$ cat src/include/psw_regs.svh
`ifndef PSW_REGS_SVH
`define PSW_REGS_SVH
`define PSW_OFS_CTRL     4'h0
`define PSW_OFS_DIV      4'h4
`define PSW_OFS_STATUS   4'h8
`define PSW_CTRL_AUTO    0
`define PSW_CTRL_PFD     1
`define PSW_CTRL_RESET   2
`define PSW_CTRL_SWREQ   3
`define PSW_CTRL_RST_VAL 4'h7
`define PSW_DIV_RST_VAL  16'h0101
`define PSW_VCO_NOMINAL  8'h80
`define PSW_LOSS_PERIODS 2
`define PSW_PRIMARY      1'h0
`define PSW_BACKUP       1'h1
`endif

$ cat src/include/psw_pkg.sv
package psw_pkg;
    typedef enum logic [1:0] {PSW_IDLE, PSW_GATE, PSW_SWAP} psw_state_t;
    typedef struct packed {
        logic [7:0] vco_level;
        logic [1:0] state;
        logic       raw_lock;
        logic       locked;
        logic       active;
        logic [1:0] loss;
    } psw_status_t;
    typedef struct packed {
        logic       switch_request;
        logic       pll_reset;
        logic       pfd_enable;
        logic       auto_enable;
    } psw_ctrl_t;
endpackage

$ cat src/verilog/psw_top.sv
`timescale 1ns/1ps
`include "psw_regs.svh"
module psw_top
    import psw_pkg::*;
#(
    parameter int CNT_W       = 12,
    parameter int LOCK_EDGES  = 16,
    parameter int DRIFT_CYCLES = 4096
)(
    input  wire logic        core_clk,
    input  wire logic        rst_n,
    input  wire logic        primary_reference,
    input  wire logic        backup_reference,
    input  wire logic [3:0]  reg_addr,
    input  wire logic [31:0] reg_wdata,
    input  wire logic        reg_wr,
    input  wire logic        reg_rd,
    output logic      [31:0] reg_rdata,
    output logic             ref_to_pll,
    output logic             post_scale_counter_zero,
    output logic             locked,
    output logic             active_reference,
    output logic      [1:0]  loss_flags
);
    psw_ctrl_t         ctrl;
    logic [7:0]        high_count;
    logic [7:0]        low_count;
    logic [1:0]        ref_in;
    logic [1:0]        sync1;
    logic [1:0]        sync2;
    logic [1:0]        sync3;
    logic [1:0]        ref_fall;
    logic [1:0]        ref_rise;
    logic [1:0]        loss;
    psw_state_t        state;
    logic              req_prev;
    logic              req_rise;
    logic              auto_start;
    logic              target;
    logic              gated;
    logic              reset_prev;
    logic              raw_lock;
    logic [7:0]        lock_count;
    logic [7:0]        vco_level;
    logic [15:0]       drift_count;
    logic [7:0]        ps_count;
    psw_status_t       status;

    assign ref_in = {backup_reference, primary_reference};

    // both references are sampled on core_clk, which must run well above them
    always_ff @(posedge core_clk)
    begin
        if (!rst_n)
        begin
            sync1 <= 2'h0;
            sync2 <= 2'h0;
            sync3 <= 2'h0;
        end
        else
        begin
            sync1 <= ref_in;
            sync2 <= sync1;
            sync3 <= sync2;
        end
    end

    assign ref_fall = sync3 & ~sync2;
    assign ref_rise = ~sync3 & sync2;

    // per reference: measure period, flag loss when low beyond two periods
    genvar g;
    generate
        for (g = 0; g < 2; g = g + 1)
        begin : g_sense
            logic [CNT_W-1:0] since_rise;
            logic [CNT_W-1:0] period;
            logic [CNT_W-1:0] low_time;
            logic [CNT_W:0]   limit;
            assign limit = {period, 1'b0};
            always_ff @(posedge core_clk)
            begin
                if (!rst_n)
                begin
                    since_rise <= '0;
                    period     <= '0;
                end
                else if (ref_rise[g])
                begin
                    period     <= since_rise;
                    since_rise <= '0;
                end
                else if (since_rise != '1)
                begin
                    since_rise <= since_rise + 1'b1;
                end
            end
            always_ff @(posedge core_clk)
            begin
                if (!rst_n)
                    low_time <= '0;
                else if (sync2[g])
                    low_time <= '0;
                else if (low_time != '1)
                    low_time <= low_time + 1'b1;
            end
            // a still clock has no period yet; saturation of the low timer covers it
            always_ff @(posedge core_clk)
            begin
                if (!rst_n)
                    loss[g] <= 1'b0;
                else if (sync2[g])
                    loss[g] <= 1'b0;
                else if ((period != '0 && {1'b0, low_time} > limit) || low_time == '1)
                    loss[g] <= 1'b1;
            end
        end
    endgenerate

    // register writes
    always_ff @(posedge core_clk)
    begin
        if (!rst_n)
        begin
            ctrl       <= psw_ctrl_t'(`PSW_CTRL_RST_VAL);
            high_count <= 8'(`PSW_DIV_RST_VAL);
            low_count  <= 8'(`PSW_DIV_RST_VAL >> 8);
        end
        else if (reg_wr && reg_addr == `PSW_OFS_CTRL)
        begin
            ctrl <= psw_ctrl_t'(reg_wdata[3:0]);
        end
        else if (reg_wr && reg_addr == `PSW_OFS_DIV)
        begin
            high_count <= reg_wdata[7:0];
            low_count  <= reg_wdata[15:8];
        end
    end

    assign status.vco_level = vco_level;
    assign status.state     = state;
    assign status.raw_lock  = raw_lock;
    assign status.locked    = locked;
    assign status.active    = active_reference;
    assign status.loss      = loss;

    // read data stands in the cycle after the strobe only; unmapped reads zero
    always_ff @(posedge core_clk)
    begin
        if (!rst_n || !reg_rd)
            reg_rdata <= 32'h0;
        else if (reg_addr == `PSW_OFS_CTRL)
            reg_rdata <= {28'h0, ctrl};
        else if (reg_addr == `PSW_OFS_DIV)
            reg_rdata <= {16'h0, low_count, high_count};
        else if (reg_addr == `PSW_OFS_STATUS)
            reg_rdata <= {17'h0, status};
        else
            reg_rdata <= 32'h0;
    end

    // switchover requests: only rising edges of the request bit count
    always_ff @(posedge core_clk)
    begin
        if (!rst_n)
            req_prev <= 1'b0;
        else
            req_prev <= ctrl.switch_request;
    end

    assign req_rise   = ctrl.switch_request & ~req_prev;
    assign auto_start = ctrl.auto_enable & loss[active_reference];
    assign target     = ~active_reference;

    always_ff @(posedge core_clk)
    begin
        if (!rst_n)
        begin
            state            <= PSW_IDLE;
            gated            <= 1'b0;
            active_reference <= `PSW_PRIMARY;
        end
        else
        begin
            case (state)
                PSW_IDLE:
                begin
                    // manual mode: request is the only trigger
                    if (req_rise || auto_start)
                        state <= PSW_GATE;
                end
                PSW_GATE:
                begin
                    // a dead current clock gives no falling edge; gate at once
                    if (ref_fall[active_reference] || loss[active_reference])
                    begin
                        gated <= 1'b1;
                        state <= PSW_SWAP;
                    end
                end
                PSW_SWAP:
                begin
                    if (ref_fall[target] && !loss[target])
                    begin
                        active_reference <= target;
                        gated            <= 1'b0;
                        state            <= PSW_IDLE;
                    end
                end
                default:
                begin
                    state <= PSW_IDLE;
                end
            endcase
        end
    end

    // reference into the loop, muxed and gated; select and gate change only while the selected reference is low
    always_ff @(posedge core_clk)
    begin
        if (!rst_n)
            ref_to_pll <= 1'b0;
        else
            ref_to_pll <= ~gated & sync2[active_reference];
    end

    // vco control model: held by the gate, drifts low, reset to nominal
    always_ff @(posedge core_clk)
    begin
        if (!rst_n || ctrl.pll_reset)
        begin
            vco_level   <= `PSW_VCO_NOMINAL;
            drift_count <= 16'h0;
        end
        else if (!ctrl.pfd_enable)
        begin
            if (drift_count == 16'(DRIFT_CYCLES - 1))
            begin
                drift_count <= 16'h0;
                if (vco_level != 8'h0)
                    vco_level <= vco_level - 8'h1;
            end
            else
            begin
                drift_count <= drift_count + 16'h1;
            end
        end
        else if (!gated && ref_fall[active_reference] && vco_level != `PSW_VCO_NOMINAL)
        begin
            drift_count <= 16'h0;
            vco_level   <= (vco_level < `PSW_VCO_NOMINAL) ? vco_level + 8'h1
                                                          : vco_level - 8'h1;
        end
    end

    always_ff @(posedge core_clk)
    begin
        if (!rst_n)
            reset_prev <= 1'b0;
        else
            reset_prev <= ctrl.pll_reset;
    end

    // lock acquisition counts reference edges seen by the detector
    always_ff @(posedge core_clk)
    begin
        if (!rst_n || ctrl.pll_reset)
            lock_count <= 8'h0;
        else if (!ctrl.pfd_enable || gated || loss[active_reference])
            lock_count <= lock_count;
        else if (ref_fall[active_reference] && lock_count != 8'(LOCK_EDGES))
            lock_count <= lock_count + 8'h1;
    end

    // raw lock may toggle; cleared on reset release or lost reference, else it follows the lock count and vco level
    always_ff @(posedge core_clk)
    begin
        if (!rst_n)
            raw_lock <= 1'b0;
        else if (reset_prev && !ctrl.pll_reset)
            raw_lock <= 1'b0;
        else if (loss[active_reference])
            raw_lock <= 1'b0;
        else
            raw_lock <= (lock_count == 8'(LOCK_EDGES)) && vco_level == `PSW_VCO_NOMINAL;
    end

    always_ff @(posedge core_clk)
    begin
        if (!rst_n)
            locked <= 1'b0;
        else
            locked <= raw_lock & ~ctrl.pll_reset;
    end

    // post-scale counter on core_clk; zero counts act as one
    always_ff @(posedge core_clk)
    begin
        if (!rst_n || ctrl.pll_reset)
        begin
            ps_count                <= 8'h0;
            post_scale_counter_zero <= 1'b0;
        end
        else if (post_scale_counter_zero ? ps_count + 8'h1 >= high_count
                                         : ps_count + 8'h1 >= low_count)
        begin
            ps_count                <= 8'h0;
            post_scale_counter_zero <= ~post_scale_counter_zero;
        end
        else
        begin
            ps_count <= ps_count + 8'h1;
        end
    end

    assign loss_flags = loss;

    a_reset_clears_lock: assert property (@(posedge core_clk) disable iff (!rst_n)
        ctrl.pll_reset |=> !locked && !post_scale_counter_zero && vco_level == `PSW_VCO_NOMINAL)
        else $error("pll reset did not clear outputs");
    a_lock_stage: assert property (@(posedge core_clk) disable iff (!rst_n)
        locked |-> $past(raw_lock))
        else $error("lock output without raw lock");
    a_raw_falls_release: assert property (@(posedge core_clk) disable iff (!rst_n)
        $fell(ctrl.pll_reset) |=> !raw_lock)
        else $error("raw lock survived reset release");
    a_gate_on_fall: assert property (@(posedge core_clk) disable iff (!rst_n)
        state == PSW_GATE && ref_fall[active_reference] |=> gated && state == PSW_SWAP)
        else $error("reference not gated at falling edge");
    a_swap_moves_mux: assert property (@(posedge core_clk) disable iff (!rst_n)
        state == PSW_SWAP && ref_fall[target] && !loss[target]
        |=> active_reference != $past(active_reference) && !gated)
        else $error("mux did not swap on new reference edge");
    a_swap_waits: assert property (@(posedge core_clk) disable iff (!rst_n)
        state == PSW_SWAP && loss[target] |=> $stable(active_reference))
        else $error("swapped to an absent reference");
    a_req_edge_only: assert property (@(posedge core_clk) disable iff (!rst_n)
        state == PSW_IDLE && !req_rise && !auto_start |=> state == PSW_IDLE)
        else $error("switchover started without a trigger");
    a_loss_on_low: assert property (@(posedge core_clk) disable iff (!rst_n)
        sync2[0] ##1 !sync2[0] [*8] |-> ##[0:1000] (loss[0] || sync2[0]))
        else $error("low primary reference never flagged");
    a_toggling_no_loss: assert property (@(posedge core_clk) disable iff (!rst_n)
        sync2[0] |=> !loss[0])
        else $error("loss flag high while reference toggles");
    a_auto_starts: assert property (@(posedge core_clk) disable iff (!rst_n)
        state == PSW_IDLE && ctrl.auto_enable && loss[active_reference] |=> state == PSW_GATE)
        else $error("auto switchover not started on loss");
    a_gated_ref_low: assert property (@(posedge core_clk) disable iff (!rst_n)
        gated |=> !ref_to_pll)
        else $error("reference passed while gated");
    a_pfd_hold: assert property (@(posedge core_clk) disable iff (!rst_n)
        !ctrl.pfd_enable && !ctrl.pll_reset |=> lock_count == $past(lock_count))
        else $error("lock count moved with detector off");

    c_auto_swap: cover property (@(posedge core_clk) disable iff (!rst_n)
        auto_start ##[1:1000] $changed(active_reference));
    c_cmd_swap: cover property (@(posedge core_clk) disable iff (!rst_n)
        req_rise ##[1:1000] $changed(active_reference));
    c_relock: cover property (@(posedge core_clk) disable iff (!rst_n)
        $fell(ctrl.pll_reset) ##[1:1000] locked);
endmodule

$ cat config.mk
export PLATFORM = sky130hd
export DESIGN_NAME = psw_top
export DESIGN_NICKNAME = d
export VERILOG_FILES = /design/src/include/psw_pkg.sv /design/src/verilog/psw_top.sv
export VERILOG_INCLUDE_DIRS = /design/src /design/src/include
export SDC_FILE = /design/constraint.sdc
export NUM_CORES = 1
export LEC_CHECK = 0
export BUFFER_PORTS_ARGS = -buffer_cell sky130_fd_sc_hd__buf_2
export CORE_MARGIN = 5
export CORE_UTILIZATION = 35
export CTS_CLUSTER_DIAMETER = 60
export DETAILED_ROUTE_END_ITERATION = 8
export HOLD_SLACK_MARGIN = 0.05
export SETUP_SLACK_MARGIN = 0.2
export SLEW_MARGIN = 20
export SYNTH_ARGS = -nofsm -noshare
export SYNTH_HDL_FRONTEND = slang
export SYNTH_SLANG_ARGS = --single-unit
$ cat constraint.sdc
create_clock -name core_clk -period 3.8 [get_ports core_clk]
set_clock_uncertainty 0.2 [all_clocks]
set_input_delay 0.57 -clock core_clk [delete_from_list [all_inputs] [get_ports core_clk]]
set_output_delay 0.57 -clock core_clk [all_outputs]
set_load 0.01 [all_outputs]
==> impl_metrics.toml, run 1 <==
[die]
start_util_pct = 35.3
num_rows = 56
dieArea_mm2 = 0.0267
dieHeight_um = 163
pin_count = 80
coreArea_mm2 = 0.0233
die_w_um = 163

[synth]
synth_top_family_by_area = "simple AND/OR/NAND/NOR gates"
seq_area_frac_synth_pct = 40.3
synth-edff-count = 0
async_reset_ff_share_pct = 0
syn_inst = 972
synth.mux.area_fraction_pct = 1.47
syn_avg_cell_area_um2 = 8.48
synthAdderAreaFrac_pct = 7.44
ys_seq_elements = 166
synthFlopType = "dfxtp_1"
synth_top_cell_area_share_pct = 40.3
synth.distinct_cells = 65
yosys-top-cells-area = "dfxtp_1, ha_1, nand2_1"
ys_warn_count = 0
yosys.area_share.simple_pct = 23.9
synth_top_area_cell = "dfxtp_1"
synth_compound_area_share_pct = 16.7
synthXorXnorAreaFrac_pct = 4.25
synth_area_mm2 = 0.00824

[placement]
dp.final_hpwl_mm = 13.7
dp_slack_ns = 0.809
io_buffers = 47
gp_congestion = 0.827

[timing]
setup_violations = 0
slew_violations = 0
tightest_slew_ns = 0.895
period_share_pct = 77.7
rsz0062_at_grt = "false"
min_period_ns = 2.95
whs_ns = 0.157
hold_viol = 0
relSlewSlack_pct = 39.8
max_freq_ghz = 0.339
finalWorstSetupSlack_ns = 0.847
setup_tns_ns = 0

[final_layout]
syn_to_final_growth_pct = 12.6
fin_nets = 1099
num_antenna_cells = 0
final_layout_size_suffix_gt1_share_pct = 9.70

[critical_path]
r2r_setup_slack_ns = 0.85
r2r_end = "ps_count[7]"
r2r_start = "ps_count[0]"
worstPathArrival_ns = 3.10
critPathLaunchType = "flop"
endpoint_kind = "flop"
critPathKind = "flop to flop"
worstRegToRegCells = 9
crit_required_ns = 3.94
crit_fanout = 9

[clock_tree]
cts_buffers = 17
cts_hold_buffers = 0
clkTransAtPathRegs_ns = 0.06
clockBufferDepth = 2
cts_tree = "built"
h-tree-depth = 4
clk_latency_ns = 0.42
cts_setup_buffers = 0
cts.repair.resized = 0
cts_num_sinks = 166
cts_root_buffer = "clkbuf_16"

[min_path]
worstHoldPathType = "primary input to flop"
min_from = "reg_wdata[8]"
hold_path_depth = 3
min_to = "low_count[0]"

[detailed_routing]
drtIter0Drc = 278
avgRoutedWirePerCell_um = 13.7
vias_per_cell = 4.97
postRouteAntennaNets = 0
highest_layer = "met4"
vias = 6661
drcViolationCount = 0
dr_wl_met3_um = 471
dr_wl_met2_mm = 8.75
drt_first_pass_iters = 5
met1Wirelength_mm = 8.93
finalWirelength_mm = 18.4

[global_routing]
grt_max_degree = 65
overflow = 0
grt_pass1_vias = 6111
grt_first_pass_wirelength_mm = 30.2
track_usage_pct = 13.9
antenna_found_initial = 0

[pwr]
p_leak_nw = 3.44
powerDensity_mw_per_mm2 = 383
fin_total_pwr_mw = 3.55
vdd_drop_max_uv = 295

[run_status]
status = "finished clean"

[run]
maxCapViolCount = 0
-- critical path: stages (launching register included) --
cell and delay [ns]:
dfxtp_1 0.44, ha_1 0.22, nand3_1 0.13, nor2_1 0.14, xor2_1 0.25, ha_1 0.30, a21o_1 0.18, a2111oi_0 0.47
o31ai_1 0.32, a21boi_0 0.23
-- sequential cells by signal, indices dropped and copies added (netlist names), 4 cells and up --
signal,count
vco_level,8
low_count,8
lock_count,8
ctrl,4
g_sense.period,24
reg_rdata,16
high_count,8
g_sense.since_rise,24
g_sense.low_time,24
ps_count,8
drift_count,16
-- cells by family after synthesis --
kind of cell / after synthesis
AOI/OAI and AO/OA: 203
buffers and inverters: 106
and+or+nand+nor: 395
muxes: 12
other: 1
xor gates and xnor gates: 40
DFF: 166
adders and majority gates: 49
-- worst max-delay path by stage --
stage	from	endpoint	slack, ns
finish	ps_count[0]	ps_count[7]	0.85
global route	ps_count[0]	ps_count[7]	0.59
CTS	ps_count[0]	ps_count[7]	0.76
detailed placement	ps_count[0]	ps_count[7]	0.81
global placement	ps_count[0]	ps_count[7]	0.91
floorplan	ps_count[0]	ps_count[1]	1.31
-- cells in the final DEF, fill, tap and decap left out, drive strengths merged, types with 4 or more instances in the layout --
cell type / Yosys / final
o21ai: 24 / 24
nand3: 42 / 42
buf: 23 / 52
a21boi: 47 / 47
nor3: 16 / 16
or4: 5 / 5
a211oi: 9 / 9
a21o: 8 / 8
xnor2: 18 / 18
nand4: 24 / 24
dfxtp: 166 / 166
o31ai: 5 / 5
a22oi: 13 / 13
nor4: 17 / 17
clkinv: 0 / 5
and3: 12 / 12
nand2b: 17 / 17
a21oi: 47 / 47
clkbuf: 27 / 18
conb: 1 / 16
nand2: 120 / 120
nor2b: 8 / 8
ha: 49 / 49
a31oi: 15 / 15
nor2: 87 / 87
and2: 15 / 15
xor2: 22 / 22
inv: 56 / 62
mux2i: 11 / 11
and4: 8 / 8
or3: 8 / 8
o211ai: 4 / 4
-- cell usage after synthesis (9+ instances only) --
master / number
dfxtp_1: 166
nand2_1: 120
nor2_1: 87
inv_1: 56
ha_1: 49
a21boi_0: 47
a21oi_1: 47
nand3_1: 42
clkbuf_1: 27
nand4_1: 24
o21ai_0: 24
xor2_1: 22
xnor2_1: 18
buf_4: 17
nand2b_1: 17
nor3_1: 16
nor4_1: 16
a31oi_1: 15
and2_1: 15
a22oi_1: 13
and3_1: 11
mux2i_1: 11
a211oi_1: 9
-- layer usage --
layer / GRT usage, % / up-vias
met2: 23.7 / 79
li1: - / 3477
met1: 17.9 / 3091
met5: 0 / -
met3: 2.85 / 14
met4: 3.81 / 0
-- final cells by class --
class / instances / area (um2)
multi-input combinational: 715 / 4510
clock inverter: 14 / 116
clock buffer: 18 / 439
sequential: 166 / 3320
tap: 319 / 399
inverter: 56 / 210
fill: 2413 / 14100
timing repair buffer: 52 / 285
-- report_power, final --
| group | total [mW] | switching [mW] | internal, mW |
|---|---|---|---|
| logic | 0.143 | 0.0873 | 0.0562 |
| registers | 1.78 | 0.0222 | 1.76 |
| clock network | 1.63 | 0.756 | 0.871 |
-- metrics by stage --
step / instance area [um2] / util, % / cells
2_1_floorplan: 8300 / - / 987
3_5_place_dp: 8730 / 37.4 / 1308
3_3_place_gp: 8730 / 37.4 / 1308
4_1_cts: 9280 / 39.8 / 1340
5_1_grt: 9280 / 39.8 / 1340
6_report: 9280 / 39.8 / 1340
No activity file was read; power rests on OpenSTA's default activity.
==> run 2, diff against run 1 <==
==> constraint.sdc (replaced) <==
create_clock -name core_clk -period 2.9 [get_ports core_clk]
set_clock_uncertainty 0.2 [all_clocks]
set_input_delay 0.435 -clock core_clk [delete_from_list [all_inputs] [get_ports core_clk]]
set_output_delay 0.435 -clock core_clk [all_outputs]
set_load 0.01 [all_outputs]
==> run 2 against run 1 <==
Non-clock buffer count is 24 higher. Critical path depth is 2 lower. Total power is 38% higher. Count of clock-buffer cells in the layout is 1 lower. Wire length is 4.9% higher. Worst hold slack worse by 0.092 ns. Global-route usage is 0.81 points higher. Cell area is 3.7% higher. Sequential power is 31% higher. Cell count is 1.9% higher. Largest cell class unchanged. Highest routed layer unchanged.
==> impl_metrics.toml, run 2 (synthesized netlist as in run 1, its figures left out) <==
[critical_path]
worstPathArrival_ns = 2.73
crit_start = "ps_count[2]"
cp-endpoint = "ps_count[2]"
r2r_end = "ps_count[2]"
critPathLaunchType = "flop"
crit_required_ns = 3.05
crit_chain = "nand3_1 > xnor2_1 > ha_1 > a2111oi_0 > o21bai_1 > a2111o_1 > a21boi_1"
slowest_stage = "a2111o_1"
r2r_start = "ps_count[2]"
r2r_setup_slack_ns = 0.32
crit_fanout = 8
slowest_delay_ns = 0.58
worstRegToRegCells = 7
critPathKind = "flop to flop"
endpoint_kind = "flop"

[pwr]
p_leak_nw = 3.57
vdd_drop_max_uv = 327
powerDensity_mw_per_mm2 = 508

[timing]
period_share_pct = 89.0
tightest_slew_ns = 0.762
hold_viol = 0
finalWorstSetupSlack_ns = 0.320
setup_violations = 0
min_period_ns = 2.58
relSlewSlack_pct = 49.1
max_freq_ghz = 0.388
slew_violations = 0
rsz0062_at_grt = "false"
setup_tns_ns = 0

[clock_tree]
cts_buffers = 17
cts_num_sinks = 166
clockBufferDepth = 2
cts_tree = "built"
clkTransAtPathRegs_ns = 0.07
h-tree-depth = 4
cts_root_buffer = "clkbuf_16"
clk_latency_ns = 0.43

[detailed_routing]
postRouteAntennaNets = 0
finalWirelength_mm = 19.3
drtIter0Drc = 321
vias_per_cell = 5.02
drt_first_pass_iters = 5
drcViolationCount = 0
avgRoutedWirePerCell_um = 14.1
vias = 6852

[placement]
io_buffers = 47
dp.final_hpwl_mm = 14.1
dp_slack_ns = 0.0741
gp_congestion = 0.808
postPlaceCellArea_mm2 = 0.00884

[final_layout]
design_area_mm2 = 0.00962
num_antenna_cells = 0
fin_util_pct = 41.2
syn_to_final_growth_pct = 16.7
final_layout_size_suffix_gt1_share_pct = 12.0
fin_nets = 1124
largest_registers = "g_sense.low_time: 24 flops, g_sense.period: 24 flops, g_sense.since_rise: 24 flops"
n_fill_cell = 2325
final_common_cell = "dfxtp_1"
layout_common_cells = "dfxtp_1, nand2_1, nor2_1, inv_1, ha_1"

[global_routing]
track_usage_pct = 14.7
grt_max_degree = 68
antenna_found_initial = 0
grt_pass1_vias = 6541
overflow = 0
grt_first_pass_wirelength_mm = 32.2

[min_path]
worstHoldPathType = "primary input to flop"

[die]
start_util_pct = 35.3
pin_count = 80
dieArea_mm2 = 0.0267
coreArea_mm2 = 0.0233
num_rows = 56
die_w_um = 163
dieHeight_um = 163

[run_status]
status = "finished clean"

[run]
maxCapViolCount = 0
[run 2: cell types whose count changed in the layout (fill, tap and decap cells not counted), sizes merged]
cell / before / now
inv: 62 / 66
dlygate4sd3: 0 / 8
clkinvlp: 3 / 2
clkbuf: 18 / 17
bufinv: 0 / 2
buf: 52 / 68
clkinv: 5 / 1
o31ai: 5 / 6
[run 2: report_power, final]
part	leakage, nW	total, mW	switching, mW	internal, mW
Clock	0.292	2.35	1.04	1.31
Combinational	1.93	0.207	0.122	0.0856
Sequential	1.34	2.33	0.0270	2.30
[run 2: final cells by class]
cell class / instances / area [um2] / area share, %
clock buffers: 17 / 425 / 4.42
multi-input cells: 716 / 4590 / 47.7
well taps: 319 / 399 / 4.15
inverters: 56 / 210 / 2.18
clock inverters: 15 / 179 / 1.86
repair buffers: 76 / 485 / 5.05
flip-flops and latches: 166 / 3330 / 34.6
[run 2: worst max-delay path: cells and delay by family, from the launching register on]
family / cells / cell delay [ns]
AO/OA/AOI/OAI: 4 / 1.33
XOR/XNOR: 1 / 0.19
adder cells (fa/ha/maj): 1 / 0.23
flip-flops: 1 / 0.43
AND/OR/NAND/NOR: 1 / 0.12
[run 2: worst min path at each step]
stage	startpoint	end	slack, ns	cells past startpoint
6_report	reg_wdata[2]	ctrl[2]	0.06	3
5_1_grt	reg_wdata[2]	ctrl[2]	0.06	3
4_1_cts	reg_wdata[10]	low_count[2]	0.05	3
3_5_place_dp	sync1[1]	sync2[1]	0.22	1
3_3_place_gp	sync1[1]	sync2[1]	0.22	1
2_1_floorplan	sync1[0]	sync2[0]	0.21	1
[run 2: metrics by stage]
stage                     power [mW]  hold slack, ns  instances
after CTS                       4.94          0.0516       1364
after global placement          2.58           0.218       1323
final                           4.89          0.0643       1365
after detailed placement        2.58           0.218       1323
after global routing            5.08          0.0556       1365
after floorplan                 2.52           0.212        987
[run 2: layer usage]
metal	global-route usage [%]	part of all wire, %
met3	3.08	3.3
met1	19.6	48
met2	24.3	47
met5	0	0
met4	4.00	1.2
[run 2: timing repair]
| action | 4_1_cts | 5_1_grt |
|---|---|---|
| hold buffers | 8 | 0 |
| endpoints found under the setup margin | 9 | 9 |
| hold endpoints to repair | 8 | 0 |
| resized for setup | 6 | 18 |
| cloned | 1 | 0 |
| pin swaps | 0 | 10 |
| setup buffers | 0 | 1 |
==> run 3, diff against run 2 <==
--- a/config.mk
+++ b/config.mk
@@ -12,6 +12,7 @@
 export CTS_CLUSTER_DIAMETER = 60
 export DETAILED_ROUTE_END_ITERATION = 8
 export HOLD_SLACK_MARGIN = 0.05
+export RECOVER_POWER = 50
 export SETUP_SLACK_MARGIN = 0.2
 export SLEW_MARGIN = 20
 export SYNTH_ARGS = -nofsm -noshare
==> run 3 against run 2 <==
Clock power hardly changed. Global-route usage stayed put. Die area stayed put. Largest cell class unchanged. Sequential cell count stayed put. Setup slack worse by 0.0082 ns. Largest power group unchanged. Cell count stayed put.
==> impl_metrics.toml, run 3 (synthesized netlist as in run 1, its figures left out) <==
[final_layout]
layout_common_cells = "dfxtp_1, nand2_1, nor2_1, inv_1, ha_1"
largest_registers = "g_sense.low_time: 24 flops, g_sense.period: 24 flops, g_sense.since_rise: 24 flops"
num_antenna_cells = 0
multi_input_comb_area_mm2 = 0.00459
final_layout_size_suffix_gt1_share_pct = 9.18
fin_nets = 1124
n_fill_cell = 2337
syn_to_final_growth_pct = 16.0
design_area_mm2 = 0.00957
fin_util_pct = 41.0
seq_area_mm2 = 0.00333
final_common_cell = "dfxtp_1"

[timing]
hold_viol = 0
slew_violations = 0
relSlewSlack_pct = 49.0
setup_violations = 0
max_freq_ghz = 0.386
tightest_slew_ns = 0.763
period_share_pct = 89.3
setup_tns_ns = 0
min_period_ns = 2.59
rsz0062_at_grt = "false"

[pwr]
powerDensity_mw_per_mm2 = 510
vdd_drop_max_uv = 327
p_leak_nw = 3.45

[detailed_routing]
drt_first_pass_iters = 4
postRouteAntennaNets = 0
drcViolationCount = 0
finalWirelength_mm = 19.3
vias = 6848
vias_per_cell = 5.02
drtIter0Drc = 357
avgRoutedWirePerCell_um = 14.1

[placement]
postPlaceCellArea_mm2 = 0.00884
gp_congestion = 0.808
dp.final_hpwl_mm = 14.1
io_buffers = 47

[critical_path]
crit_fanout = 8
crit_required_ns = 3.05
critPathLaunchType = "flop"
critPathKind = "flop to flop"
endpoint_kind = "flop"
worstPathArrival_ns = 2.74
worstRegToRegCells = 7

[global_routing]
antenna_found_initial = 0
overflow = 0
grt_pass1_vias = 6541
grt_max_degree = 68
grt_first_pass_wirelength_mm = 32.2
track_usage_pct = 14.7

[clock_tree]
h-tree-depth = 4
cts_buffers = 17
clkTransAtPathRegs_ns = 0.07
cts_tree = "built"
cts_num_sinks = 166
cts_root_buffer = "clkbuf_16"
clockBufferDepth = 2
clk_latency_ns = 0.43

[run]
maxCapViolCount = 0

[die]
dieArea_mm2 = 0.0267
pin_count = 80
dieHeight_um = 163
coreArea_mm2 = 0.0233
num_rows = 56
die_w_um = 163
start_util_pct = 35.3

[run_status]
status = "finished clean"

[min_path]
hold_path_depth = 3
worstHoldPathType = "primary input to flop"
==> run 3: changes by cell type in the layout (fill, tap and decap cells not counted), sizes merged <==
cell / previous run / this run
clkbuf: 17 / 46
buf: 68 / 39
==> run 3: worst paths after layout <==
check / start / end / slack (ns)
hold reg to reg: sync1[0] / sync2[0] / 0.23
setup reg to reg: ps_count[2] / ps_count[2] / 0.31
setup / recovery: ps_count[2] / ps_count[2] / 0.31
hold / removal: reg_wdata[10] / low_count[2] / 0.07
==> run 3: stage by stage <==
stage / setup WS [ns] / total power, mW / instances / hold slack [ns]
4_1_cts: 0.215 / 4.94 / 1364 / 0.0516
3_5_place_dp: 0.0741 / 2.58 / 1323 / 0.218
5_1_grt: 0.171 / 5.08 / 1365 / 0.0556
6_report: 0.312 / 4.88 / 1365 / 0.0653
3_3_place_gp: 0.136 / 2.58 / 1323 / 0.218
2_1_floorplan: 0.408 / 2.52 / 987 / 0.212
==> run 3: critical path: stages (launching register included) <==
cell and delay [ns]:
dfxtp_1 0.44, nand3_1 0.12, xnor2_1 0.19, ha_1 0.23, a2111oi_0 0.40, o21bai_1 0.17, a2111o_1 0.58, a21boi_1 0.18
==> run 3: per-layer routing <==
| metal | part of all wire [%] | vias to the layer above | wire length [um] | track usage, % |
|---|---|---|---|---|
| met5 | 0 | - | 0 | 0 |
| met4 | 1.1 | 0 | 217 | 4.00 |
| met3 | 3.1 | 14 | 592 | 3.08 |
| met2 | 47 | 100 | 9100 | 24.3 |
| met1 | 49 | 3207 | 9370 | 19.6 |
| li1 | - | 3527 | - | - |
==> run 3: report_power, final <==
group | switching [mW] | internal [mW] | leakage (nW) | total (mW)
clock | 1.04 | 1.31 | 0.292 | 2.34
sequential | 0.0271 | 2.30 | 1.34 | 2.33
combinational | 0.122 | 0.0830 | 1.81 | 0.205
total | 1.19 | 3.70 | 3.45 | 4.88
==> run 3: area by class of cell <==
| class | instances | area share (%) |
|---|---|---|
| multi-input combinational | 716 | 48.0 |
| sequential | 166 | 34.8 |
| timing repair buffer | 76 | 4.57 |
| clock buffer | 17 | 4.45 |
| tap | 319 | 4.17 |
| inverter | 56 | 2.20 |
| clock inverter | 15 | 1.87 |
==> run 3: what timing repair did <==
action                                  CTS  global route
pin swaps                                 0            10
cloned                                    1             0
endpoints found under the setup margin    9             9
resized for setup                         6            18
buffers inserted                          0             1
hold buffers                              8             0
endpoints found under the hold margin     8             0
